### config.mk
export PLATFORM = sky130hd
export DESIGN_NAME = ucs_serial_core
export DESIGN_NICKNAME = d
export VERILOG_FILES = /design/src/core/ucs_pkg.sv /design/src/core/ucs_baud_gen.sv /design/src/core/ucs_fifo.sv /design/src/core/ucs_serial_core.sv
export VERILOG_INCLUDE_DIRS = /design/src /design/src/core
export SDC_FILE = /design/constraint.sdc
export NUM_CORES = 1
export LEC_CHECK = 0
export BUFFER_PORTS_ARGS = -buffer_cell sky130_fd_sc_hd__buf_4
export CAP_MARGIN = 20
export CORE_MARGIN = 2
export CORE_UTILIZATION = 50
export CTS_CLUSTER_DIAMETER = 40
export DETAILED_ROUTE_END_ITERATION = 16
export GPL_ROUTABILITY_DRIVEN = 0
export HOLD_SLACK_MARGIN = 0.12
export MAX_ROUTING_LAYER = met4
export PLACE_DENSITY = 0.78
export SLEW_MARGIN = 20
export SYNTH_ARGS = -nofsm -noshare
export SYNTH_HDL_FRONTEND = slang
export SYNTH_SLANG_ARGS = --single-unit
### constraint.sdc
create_clock -name sys_clk -period 5.6 [get_ports sys_clk]
set_input_delay 0.56 -clock sys_clk [delete_from_list [all_inputs] [get_ports sys_clk]]
set_output_delay 0.56 -clock sys_clk [all_outputs]
set_load 0.005 [all_outputs]
### src/core/ucs_consts.svh
`ifndef UCS_CONSTS_SVH
`define UCS_CONSTS_SVH
// ==========================================
// register offsets
`define UCS_OFF_DATA   3'h0
`define UCS_OFF_IER    3'h1
`define UCS_OFF_ISR    3'h2
`define UCS_OFF_LCR    3'h3
`define UCS_OFF_MCR    3'h4
`define UCS_OFF_LSR    3'h5
`define UCS_OFF_MSR    3'h6
`define UCS_OFF_SPR    3'h7
// ==========================================
// field positions
`define UCS_LCR_DLAB   7
`define UCS_LCR_BRK    6
`define UCS_LCR_STICK  5
`define UCS_LCR_EVEN   4
`define UCS_LCR_PEN    3
`define UCS_LCR_STB    2
`define UCS_MCR_LOOP   4
`define UCS_MCR_RTS    1
`define UCS_MCR_DTR    0
`define UCS_IER_RX     0
`define UCS_IER_TX     1
`define UCS_IER_LS     2
`define UCS_FCR_EN     0
`define UCS_FCR_RXRST  1
`define UCS_FCR_TXRST  2
// ==========================================
// reset values and masks
`define UCS_LCR_RST    8'h03
`define UCS_DIV_RST    16'h0001
`define UCS_FCR_KEEP   8'hc9
`define UCS_IER_KEEP   8'h0f
`define UCS_MCR_KEEP   8'h1f
// ==========================================
// interrupt source codes
`define UCS_ISR_NONE   4'h1
`define UCS_ISR_LINE   4'h6
`define UCS_ISR_RXD    4'h4
`define UCS_ISR_TMO    4'hc
`define UCS_ISR_TX     4'h2
// ==========================================
// timing and sizes
`define UCS_PRE_LAST   4'hf
`define UCS_BIT_LAST   4'hf
`define UCS_START_MID  4'h7
`define UCS_MIN_WORD   3'h4
`define UCS_TMO_BASE   7'h05
`define UCS_TMO_WORDS  7'h04
`define UCS_TMO_EXTRA  7'h0c
`define UCS_TRIG_1     5'h01
`define UCS_TRIG_4     5'h04
`define UCS_TRIG_8     5'h08
`define UCS_TRIG_14    5'h0e
`define UCS_RX_W       11
`endif

### src/core/ucs_pkg.sv
package ucs_pkg;
	typedef enum logic [2:0] {TX_IDLE, TX_START, TX_DATA, TX_PAR, TX_STOP} ucs_tx_e;
	typedef enum logic [2:0] {RX_IDLE, RX_START, RX_DATA, RX_PAR, RX_STOP} ucs_rx_e;
endpackage

### src/core/ucs_baud_gen.sv
`timescale 1ns/1ps
`include "ucs_consts.svh"
module ucs_baud_gen (
	// clock and reset
	input  wire logic        sys_clk,
	input  wire logic        rst_n,
	// divisor and sampling enable
	input  wire logic [15:0] divisor,
	output logic             sampleTick
);
	logic [3:0]  pre_reg;
	logic [15:0] divCnt_reg;
	logic [15:0] divPrev_reg;
	logic        preTick;

	// ==========================================
	// fixed divide by sixteen
	assign preTick = (pre_reg == `UCS_PRE_LAST);
	always_ff @(posedge sys_clk) begin
		if (!rst_n) begin
			pre_reg <= 4'h0;
		end else begin
			pre_reg <= pre_reg + 4'h1;
		end
	end

	// ==========================================
	// programmable divider, reloaded on expiry or when the divisor changes
	// a zero divisor stalls the ticks rather than wrapping to 65536
	// restart on a new divisor so a large old count cannot delay the new rate
	always_ff @(posedge sys_clk) begin
		if (!rst_n) begin
			divCnt_reg <= 16'h0000;
			divPrev_reg <= 16'h0000;
			sampleTick <= 1'b0;
		end else begin
			sampleTick <= 1'b0;
			divPrev_reg <= divisor;
			if (divisor != divPrev_reg) begin
				divCnt_reg <= divisor;
			end else if (preTick) begin
				if (divCnt_reg <= 16'h0001) begin
					divCnt_reg <= divisor;
					sampleTick <= (divisor != 16'h0000);
				end else begin
					divCnt_reg <= divCnt_reg - 16'h0001;
				end
			end
		end
	end

	a_prescale_period: assert property (@(posedge sys_clk) disable iff (!rst_n)
		preTick |-> ##16 preTick)
		else $error("prescaler period is not sixteen clocks");
	a_tick_on_prescale: assert property (@(posedge sys_clk) disable iff (!rst_n)
		sampleTick |-> $past(preTick) && $past(divCnt_reg) <= 16'h0001)
		else $error("sampling tick without divider expiry");
endmodule

### src/core/ucs_fifo.sv
`timescale 1ns/1ps
module ucs_fifo #(
	parameter int W = 8
) (
	// clock and reset
	input  wire logic         sys_clk,
	input  wire logic         rst_n,
	input  wire logic         flush,
	// write side
	input  wire logic         push,
	input  wire logic [W-1:0] pushData,
	// read side
	input  wire logic         pop,
	output logic      [W-1:0] headData,
	output logic      [4:0]   count,
	output logic              empty,
	output logic              full
);
	logic [W-1:0] mem_reg [16];
	logic [3:0]   wrPtr_reg;
	logic [3:0]   rdPtr_reg;
	logic         doPush;
	logic         doPop;

	// ==========================================
	// flags; pushes when full and pops when empty are dropped
	assign empty = (count == 5'h00);
	assign full = count[4];
	assign doPush = push && !full;
	assign doPop = pop && !empty;
	assign headData = mem_reg[rdPtr_reg];

	always_ff @(posedge sys_clk) begin
		if (doPush) begin
			mem_reg[wrPtr_reg] <= pushData;
		end
	end

	// ==========================================
	// pointers and fill level
	always_ff @(posedge sys_clk) begin
		if (!rst_n || flush) begin
			wrPtr_reg <= 4'h0;
			rdPtr_reg <= 4'h0;
			count <= 5'h00;
		end else begin
			if (doPush) begin
				wrPtr_reg <= wrPtr_reg + 4'h1;
			end
			if (doPop) begin
				rdPtr_reg <= rdPtr_reg + 4'h1;
			end
			count <= count + {4'h0, doPush} - {4'h0, doPop};
		end
	end

	a_fill_bound: assert property (@(posedge sys_clk) disable iff (!rst_n)
		count <= 5'h10)
		else $error("fifo holds more than sixteen entries");
	a_push_advance: assert property (@(posedge sys_clk) disable iff (!rst_n)
		(doPush && !doPop && !flush) |=> count == $past(count) + 5'h01)
		else $error("push did not advance the fill level");
endmodule

### src/core/ucs_serial_core.sv
`timescale 1ns/1ps
`include "ucs_consts.svh"
// How it works
// - reference clock is first divided by sixteen.
// - a 16-bit divisor, one to 65535, then divides to the sampling tick.
// - each transmitted bit lasts sixteen sampling ticks.
// - frame is start, data bits, optional parity, one or two stops.
// - data bits leave least significant first.
// - with fifos on, each holding write pushes into a 16-byte transmit fifo.
// - without fifos, holding-empty sets when the byte moves to the shifter.
// - transmit-empty interrupt raised when enabled and holding becomes empty.
// - transmitter-empty flag needs idle shifter and empty fifo.
// - with fifos on, holding-empty follows fifo empty and raises interrupt.
// - start edge validated by a sample eight ticks later, else dropped.
// - data, parity and stop bits sampled at centre, sixteen ticks apart.
// - head character error tags show in line status bits 2 to 4.
// - receive fifo holds sixteen entries of eight data plus three tags.
// - reading receive holding pops the fifo and updates the shown tags.
// - receive-data interrupt per character or at the trigger level.
// - time-out after four word lengths plus twelve bit times of silence.
// - loopback routes shifter output into the receiver.
// - in loopback tx pin is one, modem outputs off, modem inputs ignored.
// - divisor bytes reachable at offsets 0 and 1 only with divisor-access set.
module ucs_serial_core (
	// clock and reset
	input  wire logic       sys_clk,
	input  wire logic       rst_n,
	// host register port
	input  wire logic       csN,
	input  wire logic       iorN,
	input  wire logic       iowN,
	input  wire logic [2:0] addr,
	input  wire logic [7:0] dataIn,
	output logic      [7:0] dataOut,
	output logic            dataOeN,
	output logic            intOut,
	// serial line
	input  wire logic       rxd,
	output logic            txd,
	// modem pins
	input  wire logic       ctsN,
	input  wire logic       dsrN,
	input  wire logic       cdN,
	input  wire logic       riN,
	output logic            rtsN,
	output logic            dtrN
);
	logic [7:0]  lcr_reg, ier_reg, mcr_reg, fcr_reg, spr_reg;
	logic [15:0] div_reg;
	logic        rdPrev_reg, wrPrev_reg, threPrev_reg, txInt_reg, overrun_reg;
	logic        rdStb, rdGo, wrGo, dlab, fifoOn, loopback;
	logic        thrWrite, rhrRead, isrRead, lsrRead, fcrWrite;
	logic        sampleTick;
	logic [2:0]  wordLast;
	logic [7:0]  wordMask;
	logic [7:0]  readMux;

	// ==========================================
	// host access decode, one action per strobe
	assign rdStb = !csN && !iorN;
	assign rdGo = rdStb && !rdPrev_reg;
	assign wrGo = !csN && !iowN && !wrPrev_reg;
	assign dlab = lcr_reg[`UCS_LCR_DLAB];
	assign fifoOn = fcr_reg[`UCS_FCR_EN];
	assign loopback = mcr_reg[`UCS_MCR_LOOP];
	assign thrWrite = wrGo && addr == `UCS_OFF_DATA && !dlab;
	assign rhrRead = rdGo && addr == `UCS_OFF_DATA && !dlab;
	assign isrRead = rdGo && addr == `UCS_OFF_ISR;
	assign lsrRead = rdGo && addr == `UCS_OFF_LSR;
	assign fcrWrite = wrGo && addr == `UCS_OFF_ISR;
	assign wordLast = `UCS_MIN_WORD + {1'b0, lcr_reg[1:0]};
	assign wordMask = 8'hff >> (2'h3 - lcr_reg[1:0]);
	assign dataOeN = !rdStb;

	always_ff @(posedge sys_clk) begin
		if (!rst_n) begin
			rdPrev_reg <= 1'b0;
			wrPrev_reg <= 1'b0;
		end else begin
			rdPrev_reg <= rdStb;
			wrPrev_reg <= !csN && !iowN;
		end
	end

	// ==========================================
	// configuration registers
	always_ff @(posedge sys_clk) begin
		if (!rst_n) begin
			lcr_reg <= `UCS_LCR_RST;
			ier_reg <= 8'h00;
			mcr_reg <= 8'h00;
			fcr_reg <= 8'h00;
			spr_reg <= 8'h00;
			div_reg <= `UCS_DIV_RST;
		end else if (wrGo) begin
			case (addr)
				`UCS_OFF_DATA: if (dlab) div_reg[7:0] <= dataIn;
				`UCS_OFF_IER: begin
					if (dlab) div_reg[15:8] <= dataIn;
					else ier_reg <= dataIn & `UCS_IER_KEEP;
				end
				`UCS_OFF_ISR: fcr_reg <= dataIn & `UCS_FCR_KEEP;
				`UCS_OFF_LCR: lcr_reg <= dataIn;
				`UCS_OFF_MCR: mcr_reg <= dataIn & `UCS_MCR_KEEP;
				`UCS_OFF_SPR: spr_reg <= dataIn;
				default: ;
			endcase
		end
	end

	ucs_baud_gen u_baud (
		.sys_clk    (sys_clk),
		.rst_n      (rst_n),
		.divisor    (div_reg),
		.sampleTick (sampleTick)
	);

	// even or odd parity bit of the active data bits, per the even-select bit; stick parity forces it
	function automatic logic parityOf(input logic [7:0] d, input logic [7:0] line_control,
		input logic [7:0] mask);
		logic p;
		p = ^(d & mask);
		if (line_control[`UCS_LCR_STICK]) parityOf = !line_control[`UCS_LCR_EVEN];
		else parityOf = line_control[`UCS_LCR_EVEN] ? p : !p;
	endfunction

	// ==========================================
	// transmit fifo; one byte deep when fifos are off
	logic [7:0] txHead;
	logic [4:0] txCount;
	logic       txEmpty, txFull, txPop, txFlush;
	assign txFlush = fcrWrite && (dataIn[`UCS_FCR_TXRST] || dataIn[`UCS_FCR_EN] != fifoOn);

	ucs_fifo #(.W(8)) u_txfifo (
		.sys_clk  (sys_clk),
		.rst_n    (rst_n),
		.flush    (txFlush),
		.push     (thrWrite && (fifoOn || txEmpty)),
		.pushData (dataIn),
		.pop      (txPop),
		.headData (txHead),
		.count    (txCount),
		.empty    (txEmpty),
		.full     (txFull)
	);

	// ==========================================
	// transmit shifter
	ucs_pkg::ucs_tx_e txState_reg;
	logic [3:0] txCnt_reg;
	logic [2:0] txBit_reg;
	logic [7:0] txShift_reg;
	logic       txPar_reg, txLine, txBitEnd;
	assign txPop = (txState_reg == ucs_pkg::TX_IDLE) && !txEmpty;
	assign txBitEnd = sampleTick && txCnt_reg == `UCS_BIT_LAST;

	always_comb begin
		case (txState_reg)
			ucs_pkg::TX_START: txLine = 1'b0;
			ucs_pkg::TX_DATA: txLine = txShift_reg[0];
			ucs_pkg::TX_PAR: txLine = txPar_reg;
			default: txLine = 1'b1;
		endcase
	end

	always_ff @(posedge sys_clk) begin
		if (!rst_n || txState_reg == ucs_pkg::TX_IDLE) begin
			txCnt_reg <= 4'h0;
		end else if (sampleTick) begin
			txCnt_reg <= txCnt_reg + 4'h1;
		end
	end

	always_ff @(posedge sys_clk) begin
		if (!rst_n) begin
			txState_reg <= ucs_pkg::TX_IDLE;
			txBit_reg <= 3'h0;
			txShift_reg <= 8'h00;
			txPar_reg <= 1'b0;
		end else begin
			case (txState_reg)
				ucs_pkg::TX_IDLE: if (txPop) begin
					txState_reg <= ucs_pkg::TX_START;
					txShift_reg <= txHead;
					txPar_reg <= parityOf(txHead, lcr_reg, wordMask);
				end
				ucs_pkg::TX_START: if (txBitEnd) begin
					txState_reg <= ucs_pkg::TX_DATA;
					txBit_reg <= 3'h0;
				end
				ucs_pkg::TX_DATA: if (txBitEnd) begin
					txShift_reg <= {1'b0, txShift_reg[7:1]};
					txBit_reg <= txBit_reg + 3'h1;
					if (txBit_reg == wordLast) begin
						txBit_reg <= 3'h0;
						txState_reg <= lcr_reg[`UCS_LCR_PEN] ? ucs_pkg::TX_PAR
							: ucs_pkg::TX_STOP;
					end
				end
				ucs_pkg::TX_PAR: if (txBitEnd) begin
					txState_reg <= ucs_pkg::TX_STOP;
					txBit_reg <= 3'h0;
				end
				ucs_pkg::TX_STOP: if (txBitEnd) begin
					// second stop bit reuses the bit counter
					if (lcr_reg[`UCS_LCR_STB] && txBit_reg == 3'h0) txBit_reg <= 3'h1;
					else txState_reg <= ucs_pkg::TX_IDLE;
				end
				default: txState_reg <= ucs_pkg::TX_IDLE;
			endcase
		end
	end

	// ==========================================
	// pin drivers; loopback parks the line and modem outputs
	always_ff @(posedge sys_clk) begin
		if (!rst_n) begin
			txd <= 1'b1;
			rtsN <= 1'b1;
			dtrN <= 1'b1;
		end else begin
			txd <= loopback || (txLine && !lcr_reg[`UCS_LCR_BRK]);
			rtsN <= loopback || !mcr_reg[`UCS_MCR_RTS];
			dtrN <= loopback || !mcr_reg[`UCS_MCR_DTR];
		end
	end

	// ==========================================
	// receive shifter
	ucs_pkg::ucs_rx_e rxState_reg;
	logic [3:0] rxCnt_reg;
	logic [2:0] rxBit_reg;
	logic [7:0] rxShift_reg, rxData;
	logic       rxIn, rxPrev_reg, rxZero_reg, rxPar_reg, rxMid, rxPush;
	logic [`UCS_RX_W-1:0] rxHead;
	logic [4:0] rxCount;
	logic       rxEmpty, rxFull, rxFullEff, rxFlush;
	assign rxIn = loopback ? txLine : rxd;
	assign rxMid = sampleTick && rxCnt_reg == ((rxState_reg == ucs_pkg::RX_START)
		? `UCS_START_MID : `UCS_BIT_LAST);
	assign rxData = rxShift_reg >> (2'h3 - lcr_reg[1:0]);
	assign rxPush = rxState_reg == ucs_pkg::RX_STOP && rxMid;
	assign rxFullEff = fifoOn ? rxFull : !rxEmpty;
	assign rxFlush = fcrWrite && (dataIn[`UCS_FCR_RXRST] || dataIn[`UCS_FCR_EN] != fifoOn);

	always_ff @(posedge sys_clk) begin
		if (!rst_n || rxState_reg == ucs_pkg::RX_IDLE) begin
			rxCnt_reg <= 4'h0;
		end else if (sampleTick) begin
			rxCnt_reg <= rxMid ? 4'h0 : rxCnt_reg + 4'h1;
		end
	end

	always_ff @(posedge sys_clk) begin
		if (!rst_n) begin
			rxState_reg <= ucs_pkg::RX_IDLE;
			rxPrev_reg <= 1'b1;
			rxBit_reg <= 3'h0;
			rxShift_reg <= 8'h00;
			rxZero_reg <= 1'b0;
			rxPar_reg <= 1'b0;
		end else begin
			rxPrev_reg <= rxIn;
			case (rxState_reg)
				ucs_pkg::RX_IDLE: if (rxPrev_reg && !rxIn) begin
					rxState_reg <= ucs_pkg::RX_START;
					rxZero_reg <= 1'b1;
				end
				ucs_pkg::RX_START: if (rxMid) begin
					rxBit_reg <= 3'h0;
					// a high sample here means a glitch, not a start
					rxState_reg <= rxIn ? ucs_pkg::RX_IDLE : ucs_pkg::RX_DATA;
				end
				ucs_pkg::RX_DATA: if (rxMid) begin
					rxShift_reg <= {rxIn, rxShift_reg[7:1]};
					rxZero_reg <= rxZero_reg && !rxIn;
					rxBit_reg <= rxBit_reg + 3'h1;
					if (rxBit_reg == wordLast) begin
						rxState_reg <= lcr_reg[`UCS_LCR_PEN] ? ucs_pkg::RX_PAR
							: ucs_pkg::RX_STOP;
					end
				end
				ucs_pkg::RX_PAR: if (rxMid) begin
					rxPar_reg <= rxIn;
					rxZero_reg <= rxZero_reg && !rxIn;
					rxState_reg <= ucs_pkg::RX_STOP;
				end
				ucs_pkg::RX_STOP: if (rxMid) rxState_reg <= ucs_pkg::RX_IDLE;
				default: rxState_reg <= ucs_pkg::RX_IDLE;
			endcase
		end
	end

	// ==========================================
	// receive fifo with break, framing and parity tags
	ucs_fifo #(.W(`UCS_RX_W)) u_rxfifo (
		.sys_clk  (sys_clk),
		.rst_n    (rst_n),
		.flush    (rxFlush),
		.push     (rxPush && !rxFullEff),
		.pushData ({rxZero_reg && !rxIn, !rxIn, lcr_reg[`UCS_LCR_PEN]
			&& (rxPar_reg != parityOf(rxData, lcr_reg, wordMask)), rxData}),
		.pop      (rhrRead),
		.headData (rxHead),
		.count    (rxCount),
		.empty    (rxEmpty),
		.full     (rxFull)
	);

	// overrun sticks until line status is read; a new overrun wins
	always_ff @(posedge sys_clk) begin
		if (!rst_n) begin
			overrun_reg <= 1'b0;
		end else if (rxPush && rxFullEff) begin
			overrun_reg <= 1'b1;
		end else if (lsrRead) begin
			overrun_reg <= 1'b0;
		end
	end

	// ==========================================
	// receive time-out, counted in bit times
	logic [3:0] tmoSub_reg;
	logic [6:0] tmoBits_reg, tmoLimit;
	logic       tmoHit;
	assign tmoLimit = (`UCS_TMO_BASE + {5'h00, lcr_reg[1:0]}) * `UCS_TMO_WORDS
		+ `UCS_TMO_EXTRA;
	assign tmoHit = fifoOn && !rxEmpty && tmoBits_reg >= tmoLimit;

	always_ff @(posedge sys_clk) begin
		if (!rst_n || rxEmpty || rxPush || rhrRead) begin
			tmoSub_reg <= 4'h0;
			tmoBits_reg <= 7'h00;
		end else if (sampleTick && !tmoHit) begin
			tmoSub_reg <= tmoSub_reg + 4'h1;
			if (tmoSub_reg == `UCS_BIT_LAST) tmoBits_reg <= tmoBits_reg + 7'h01;
		end
	end

	// ==========================================
	// transmit-empty interrupt; a new empty event beats a clear
	logic [3:0] isrCode;
	logic       thre, temt, lineInt, rxLevel;
	logic [4:0] trigLevel;
	assign thre = txEmpty;
	assign temt = txEmpty && txState_reg == ucs_pkg::TX_IDLE;

	always_ff @(posedge sys_clk) begin
		if (!rst_n) begin
			threPrev_reg <= 1'b1;
			txInt_reg <= 1'b0;
		end else begin
			threPrev_reg <= thre;
			if (thre && (!threPrev_reg || (wrGo && addr == `UCS_OFF_IER && !dlab
				&& dataIn[`UCS_IER_TX] && !ier_reg[`UCS_IER_TX]))) begin
				txInt_reg <= 1'b1;
			end else if (thrWrite || (isrRead && isrCode == `UCS_ISR_TX)) begin
				txInt_reg <= 1'b0;
			end
		end
	end

	// ==========================================
	// interrupt priority and status words
	always_comb begin
		case (fcr_reg[7:6])
			2'h0: trigLevel = `UCS_TRIG_1;
			2'h1: trigLevel = `UCS_TRIG_4;
			2'h2: trigLevel = `UCS_TRIG_8;
			default: trigLevel = `UCS_TRIG_14;
		endcase
	end

	assign lineInt = overrun_reg || (!rxEmpty && rxHead[10:8] != 3'h0);
	assign rxLevel = fifoOn ? rxCount >= trigLevel : !rxEmpty;

	always_comb begin
		if (ier_reg[`UCS_IER_LS] && lineInt) isrCode = `UCS_ISR_LINE;
		else if (ier_reg[`UCS_IER_RX] && rxLevel) isrCode = `UCS_ISR_RXD;
		else if (ier_reg[`UCS_IER_RX] && tmoHit) isrCode = `UCS_ISR_TMO;
		else if (ier_reg[`UCS_IER_TX] && txInt_reg) isrCode = `UCS_ISR_TX;
		else isrCode = `UCS_ISR_NONE;
	end

	always_comb begin
		case (addr)
			`UCS_OFF_DATA: readMux = dlab ? div_reg[7:0] : rxHead[7:0];
			`UCS_OFF_IER: readMux = dlab ? div_reg[15:8] : ier_reg;
			`UCS_OFF_ISR: readMux = {fifoOn, fifoOn, 2'h0, isrCode};
			`UCS_OFF_LCR: readMux = lcr_reg;
			`UCS_OFF_MCR: readMux = mcr_reg;
			`UCS_OFF_LSR: readMux = {fifoOn && lineInt, temt, thre,
				rxEmpty ? 3'h0 : rxHead[10:8], overrun_reg, !rxEmpty};
			`UCS_OFF_MSR: readMux = loopback ? 8'h00
				: {!cdN, !riN, !dsrN, !ctsN, 4'h0};
			default: readMux = spr_reg;
		endcase
	end

	// read data captured once at the start of the strobe
	always_ff @(posedge sys_clk) begin
		if (!rst_n) begin
			dataOut <= 8'h00;
			intOut <= 1'b0;
		end else begin
			if (rdGo) dataOut <= readMux;
			intOut <= isrCode != `UCS_ISR_NONE;
		end
	end

	a_loop_txd_high: assert property (@(posedge sys_clk) disable iff (!rst_n)
		$past(loopback) |-> txd && rtsN && dtrN)
		else $error("loopback left a line or modem output active");
	a_temt_implies_thre: assert property (@(posedge sys_clk) disable iff (!rst_n)
		temt |-> thre && txState_reg == ucs_pkg::TX_IDLE && txCount == 5'h00)
		else $error("transmitter empty while data remains");
	a_tx_bit_width: assert property (@(posedge sys_clk) disable iff (!rst_n)
		($past(txState_reg) != ucs_pkg::TX_IDLE && txState_reg != ucs_pkg::TX_IDLE
		&& txLine != $past(txLine)) |-> $past(txBitEnd))
		else $error("transmit bit changed before sixteen ticks");
	a_start_low: assert property (@(posedge sys_clk) disable iff (!rst_n)
		$rose(txState_reg == ucs_pkg::TX_START) |-> !txLine ##1 !txLine)
		else $error("start bit not driven low");
	a_start_reject: assert property (@(posedge sys_clk) disable iff (!rst_n)
		(rxState_reg == ucs_pkg::RX_START && rxMid && rxIn)
		|=> rxState_reg == ucs_pkg::RX_IDLE && !rxPush)
		else $error("false start bit was not discarded");
	a_rx_pop_read: assert property (@(posedge sys_clk) disable iff (!rst_n)
		(rhrRead && !rxEmpty && !rxPush && !rxFlush) |=> rxCount == $past(rxCount) - 5'h01)
		else $error("holding read did not advance the receive fifo");
	a_overrun_drop: assert property (@(posedge sys_clk) disable iff (!rst_n)
		(rxPush && rxFullEff && !rhrRead && !rxFlush)
		|=> overrun_reg && rxCount == $past(rxCount))
		else $error("overrun not flagged or character stored");
	a_dlab_no_push: assert property (@(posedge sys_clk) disable iff (!rst_n)
		(wrGo && addr == `UCS_OFF_DATA && dlab && !txPop && !txFlush)
		|=> txCount == $past(txCount) && div_reg[7:0] == $past(dataIn))
		else $error("divisor write reached the transmit fifo");
endmodule

; ---- Yosys cells after proc, flatten, opt, wreduce, memory -nomap -nowiden
; Memory sizes are Yosys's and may differ from the RTL's. A register that Yosys moved wholly into a read port is not among the register bits.
; Index checks and enable logic that the tools add are counted.
; W data, S select, Z words.
[totals]
wordCells = 310
output_inout_bits = 13
in_bits = 21
latchBits = 0
memories = 2
ram_bits = 304
mem_bits_ro = 0
register_bits = 176
[op_classes]
eq_ne = 44
n_lt_le_gt_ge = 3
add_sub_neg = 20
reduce_logical = 126
shift = 2
mul = 0
bitwise_logic = 6
mux = 66
div = 0
[memory_table]
columns = memory, words, word_bits, read_ports, rd_ports_with_merged_regs, write_ports, line
row1 = u_rxfifo.mem_reg, 16, 11, 1, 1, 1, ucs_fifo.sv:19  ; logic [W-1:0] mem_reg [16];
row2 = u_txfifo.mem_reg, 16, 8, 1, 1, 1, ucs_fifo.sv:19
[ops]
columns = operator, n
row1 = $mux W3, 21
row2 = $pmux W8 S7, 1
row3 = $mux W16, 3
row4 = $logic_and A1 B1 Y1, 45
row5 = $mux W8, 5
row6 = $mux W4, 9
row7 = $add A4 B1 Y4 const B, 8
row8 = $pmux W3 S5, 2
row9 = $logic_not A1 Y1, 27
row10 = $ne A2 B2 Y1 const B, 12
row11 = $eq A3 B2 Y1 const B, 6
row12 = $eq A3 B3 Y1 const B, 6
row13 = $reduce_and A3 Y1, 6
row14 = $mux W1, 17
row15 = $and A8 B8 Y8, 2
row16 = $le A16 B1 Y1 const B, 1
row17 = $logic_or A1 B1 Y1, 16
row18 = $ne A16 B16 Y1, 1
row19 = $pmux W8 S2, 1
row20 = $reduce_and A2 Y1, 8
row21 = $reduce_bool A16 Y1, 1
row22 = $reduce_xor A8 Y1, 2
row23 = $sub A16 B1 Y16 const B, 1
row24 = $eq A4 B4 Y1 const B, 3
row25 = other kinds (38), 63

; ---- Longest topological paths before layout
[depth]
ltp_word = 13
mapped_depth = 15
mapped_depth_nobuf = 15

; ---- Modules after synthesis
; From an unflattened synthesis, not the netlist that was laid out.
[unflattened]
cells_unflattened = 1608
area_unflattened_um2 = 21279.2
[by_module_without_submodules]
columns = module, area_per_inst_um2, seq_area_each_um2, cells_each, n_inst
row1 = ucs_fifo at u_rxfifo, 7628.6, 5625.4, 378, 1
row2 = ucs_serial_core, 6007.0, 2242.2, 734, 1
row3 = ucs_fifo at u_txfifo, 5793.1, 4184.0, 305, 1
row4 = ucs_baud_gen, 1850.5, 740.7, 191, 1

; ---- Least setup slack after synthesis
; OpenSTA, ideal clock, no wires.
[synth_path]
path_type = reg2reg
start = reg lcr_reg[1]
end = reg tmoBits_reg[5]
path_stages_with_launch = 14
setup_slack_ps = 2157
path_buffers = 2
t_required_ps = 5479
synth_period_minus_slack_ps = 3443
setup_ps = 121
t_arrival_ps = 3322
path_cell_list = dfxtp_1 clkbuf_1 buf_2 inv_2 ha_1 xnor2_1 ha_1 a21o_1 a21o_1 a211o_1 a2111oi_4 nand4_1 nor2_1 mux2_2
[synth_via]
elab_chain_cells = 7
[synth_rtl]
columns = item, line
row1 = "start, declared", ucs_serial_core.sv:48  ; logic [7:0] lcr_reg, ier_reg, mcr_reg, fcr_reg, spr_reg;
row2 = "start signal, assigned", ucs_serial_core.sv:89  ; lcr_reg <= `UCS_LCR_RST;
row3 = "start signal, assigned", ucs_serial_core.sv:103  ; `UCS_OFF_LCR: lcr_reg <= dataIn;
row4 = $add A3 B2 Y4 (no line), --
row5 = $add A6 B4 Y7 (no line), --
row6 = $ge A7 B7 Y1, ucs_serial_core.sv:328  ; assign tmoHit = fifoOn && !rxEmpty && tmoBits_reg >= tmoLimit;
row7 = $logic_and A1 B1 Y1, ucs_serial_core.sv:328
row8 = $logic_not A1 Y1, ucs_serial_core.sv:334  ; end else if (sampleTick && !tmoHit) begin
row9 = $logic_and A1 B1 Y1, ucs_serial_core.sv:334
row10 = $reduce_and A2 Y1 (no line), --
row11 = "end signal, assigned", ucs_serial_core.sv:336  ; if (tmoSub_reg == `UCS_BIT_LAST) tmoBits_reg <= tmoBits_reg + 7'h01;
row12 = "end, declared", ucs_serial_core.sv:324  ; logic [6:0] tmoBits_reg, tmoLimit;
; No other way between the ends.
; A chain may end at the register's enable or synchronous reset.

; ---- Worst setup path in the final report
[layout_path]
start = reg lcr_reg[0]
end = reg tmoBits_reg[5]
; The elaborated chain is that of the path after synthesis.

==> impl_metrics.toml <==
[worst_setup_path]
worst_setup_path_end_kind = "register"
critPathLaunchType = "register"
critPathRequiredTime_ns = 6.07
arrival_ns = 4.43
worst-path-max-fanout = 19
rrSetupSlack_ns = 1.64
crit_type = "reg2reg"

[global_routing]
grt.met1_usage_pct = 29.52
gr-usage-met3_pct = 4.494
grt_max_degree = 51
grt_use_total_pct = 23.09
grt_busiest_layer = "met2"
overflow = 0
global_route.usage.met2_pct = 36.24
antenna_found_initial = 0
grt_pass1_vias = 13277
grt_first_pass_wirelength_um = 75180

[pwr]
p_per_area_nw_per_um2 = 375.3
peakVddDrop_mv = 0.2934
p_switching_uw = 2396
p_int_uw = 6485
p_seq_share_pct = 45.1
clockPowerShare_pct = 40.2
pwr-share-comb_pct = 14.7
power.leakage_uw = 0.008020
p_sw_share_pct = 26.98

[detailed_routing]
drtIter0Drc = 1487
num_vias = 13449
wl_per_cell_um = 21.65
postRouteAntennaNets = 0
wirelength_um = 48560
dr.pass1.iters = 6
drc_errors = 0
vias_per_cell = 5.996

[synth]
yosysTopAreaCell = "edfxtp_1"
synth_area_leaders = "edfxtp_1 43%, dfxtp_1 17%, mux4_2 8.9%"
ys_types = 74
ys_warn_count = 0
synth_edf_count = 304
syn_inst = 1631
ys.flop_type = "edfxtp_1"
seq_area_frac_synth_pct = 60.81
synth_area_um2 = 21040
ys_ff_latch = 487
syn_nets = 1698
async_reset_ff_share_pct = 0
netlist.area_leader.share_pct = 43.40
syn_avg_cell_area_um2 = 12.90

[finish]
final_layout_size_suffix_gt1_share_pct = 15.74
synthToLayoutAreaGrowth_pct = 12.50
largest_reg_flops = 176
final_common_cell = "edfxtp_1"
nFillCells = 3220
seq_area_um2 = 12790
finalNetCount = 1723
multi_input_area_um2 = 7740
final_cell_mix = "304 x edfxtp_1, 181 x dfxtp_1, 156 x nor2_1"

[die]
core_um2 = 41760
fp-row-count = 75
ios = 34
dieWidth_um = 209.1
die-area_um2 = 43730
initial_utilization_pct = 50.37
die_h_um = 209.1

[sta]
relSlewSlack_pct = 25.31
tns_ns = 0
setup-violations-final = 0
drv_slew = 0
fin_ws_ns = 1.638
worst-slew-pin-transition_ns = 1.114
holdWs_ns = 0.1584
fin_skew_ns = 0.02888
finalHoldViolations = 0
fmax_mhz = 252.4
period_share_pct = 70.76
rsz0062_at_grt = "no"
fin_crit_ns = 3.962

[worst_hold_path]
hp-class = "in2reg"

[clock_network]
clk_path_buf_depth = 3
cts_buffers = 56
cts_resized = 0
cts_hold_buf = 0
htree_num_levels = 2
worstSkewPairLatency_ns = 0.61
clk_pin_slew_ns = 0.06
tritoncts = "yes"
clockRootBuffer = "clkbuf_16"
cts_setup_buffers = 0
cts.sinks = 487

[placement]
pre_cts_ws_ns = 1.710
port_buffers = 33
dp_hpwl_um = 31440

[status]
status = "completed"

[flow_run]
maxCapViolCount = 0
-- path summary, 6_finish.rpt --
check | cells after the start | startpoint | to
max | 11 | lcr_reg[0] | tmoBits_reg[5]
min | 2 | iowN | wrPrev_reg
max reg2reg | 11 | lcr_reg[0] | tmoBits_reg[5]
min reg2reg | 1 | u_baud.pre_reg[0] | u_baud.pre_reg[0]
-- synthesized netlist by cell type, types with 10 or more instances --
| cell | number |
|---|---|
| o21ai_0 | 37 |
| edfxtp_1 | 304 |
| ha_1 | 44 |
| or3_1 | 10 |
| nand2_1 | 126 |
| xnor2_1 | 48 |
| a211oi_1 | 11 |
| nand3_1 | 35 |
| buf_1 | 11 |
| and2_1 | 31 |
| a21oi_1 | 96 |
| nor3_1 | 26 |
| o21ai_1 | 26 |
| mux2i_1 | 51 |
| nor2_1 | 164 |
| o211ai_1 | 14 |
| clkbuf_1 | 61 |
| xor2_1 | 25 |
| nor2b_1 | 10 |
| mux4_2 | 83 |
| nand4_1 | 17 |
| nand2b_1 | 14 |
| a22oi_1 | 21 |
| inv_1 | 51 |
| dfxtp_1 | 183 |
| and3_1 | 10 |
-- worst max-delay path, cell delays in order (launching register included) --
cell	delay [ns]
dfxtp_1	0.87
inv_1	0.25
ha_1	0.37
xnor2_1	0.13
ha_1	0.30
a21o_1	0.16
a21o_1	0.17
a211o_1	0.35
a2111oi_4	0.50
nand4_1	0.23
nor2_1	0.15
mux2_2	0.33
-- per-stage QoR --
| step | utilization [%] | total power (uW) | area [um^2] | std cells |
|---|---|---|---|---|
| finish | 56.67 | 8882 | 23670 | 2243 |
| global placement | 52.08 | 5330 | 21750 | 2136 |
| floorplan | - | 5054 | 21040 | 1631 |
| CTS | 56.52 | 8924 | 23600 | 2241 |
| detailed placement | 52.10 | 5370 | 21760 | 2136 |
| global route | 56.67 | 9217 | 23660 | 2242 |
-- cell families after synthesis --
group / Yosys count / share of synthesized area (%)
fa+ha+maj: 46 / 2.808
flops: 487 / 60.81
buf+inv: 141 / 2.766
xor+xnor: 74 / 3.117
simple gates: 485 / 10.91
mux: 143 / 12.15
compound gates: 255 / 7.429
-- power by group through the flow --
stage / Clock, uW / Sequential (uW) / Combinational (uW)
floorplan: 0 / 4030 / 1030
global placement: 0 / 4080 / 1250
detailed placement: 0 / 4080 / 1290
CTS: 3620 / 4010 / 1300
global route: 3750 / 4030 / 1450
finish: 3570 / 4010 / 1310
-- per-layer routing --
metal,up-vias,wire length (um)
li1,6092,-
met1,6615,19180
met2,608,23230
met3,134,4173
met4,0,1976
met5,-,0
-- cell type report --
cell class              count  share of cell area, %
flip-flops and latches    487                  54.07
multi-input cells        1003                  32.71
clock buffers              69                  6.382
well taps                 539                  2.850
repair buffers             53                  1.697
clock inverters            36                  1.417
inverters                  55                 0.8724
diodes                      1                0.01057
Note: power is estimated with default switching activity, not from simulation.
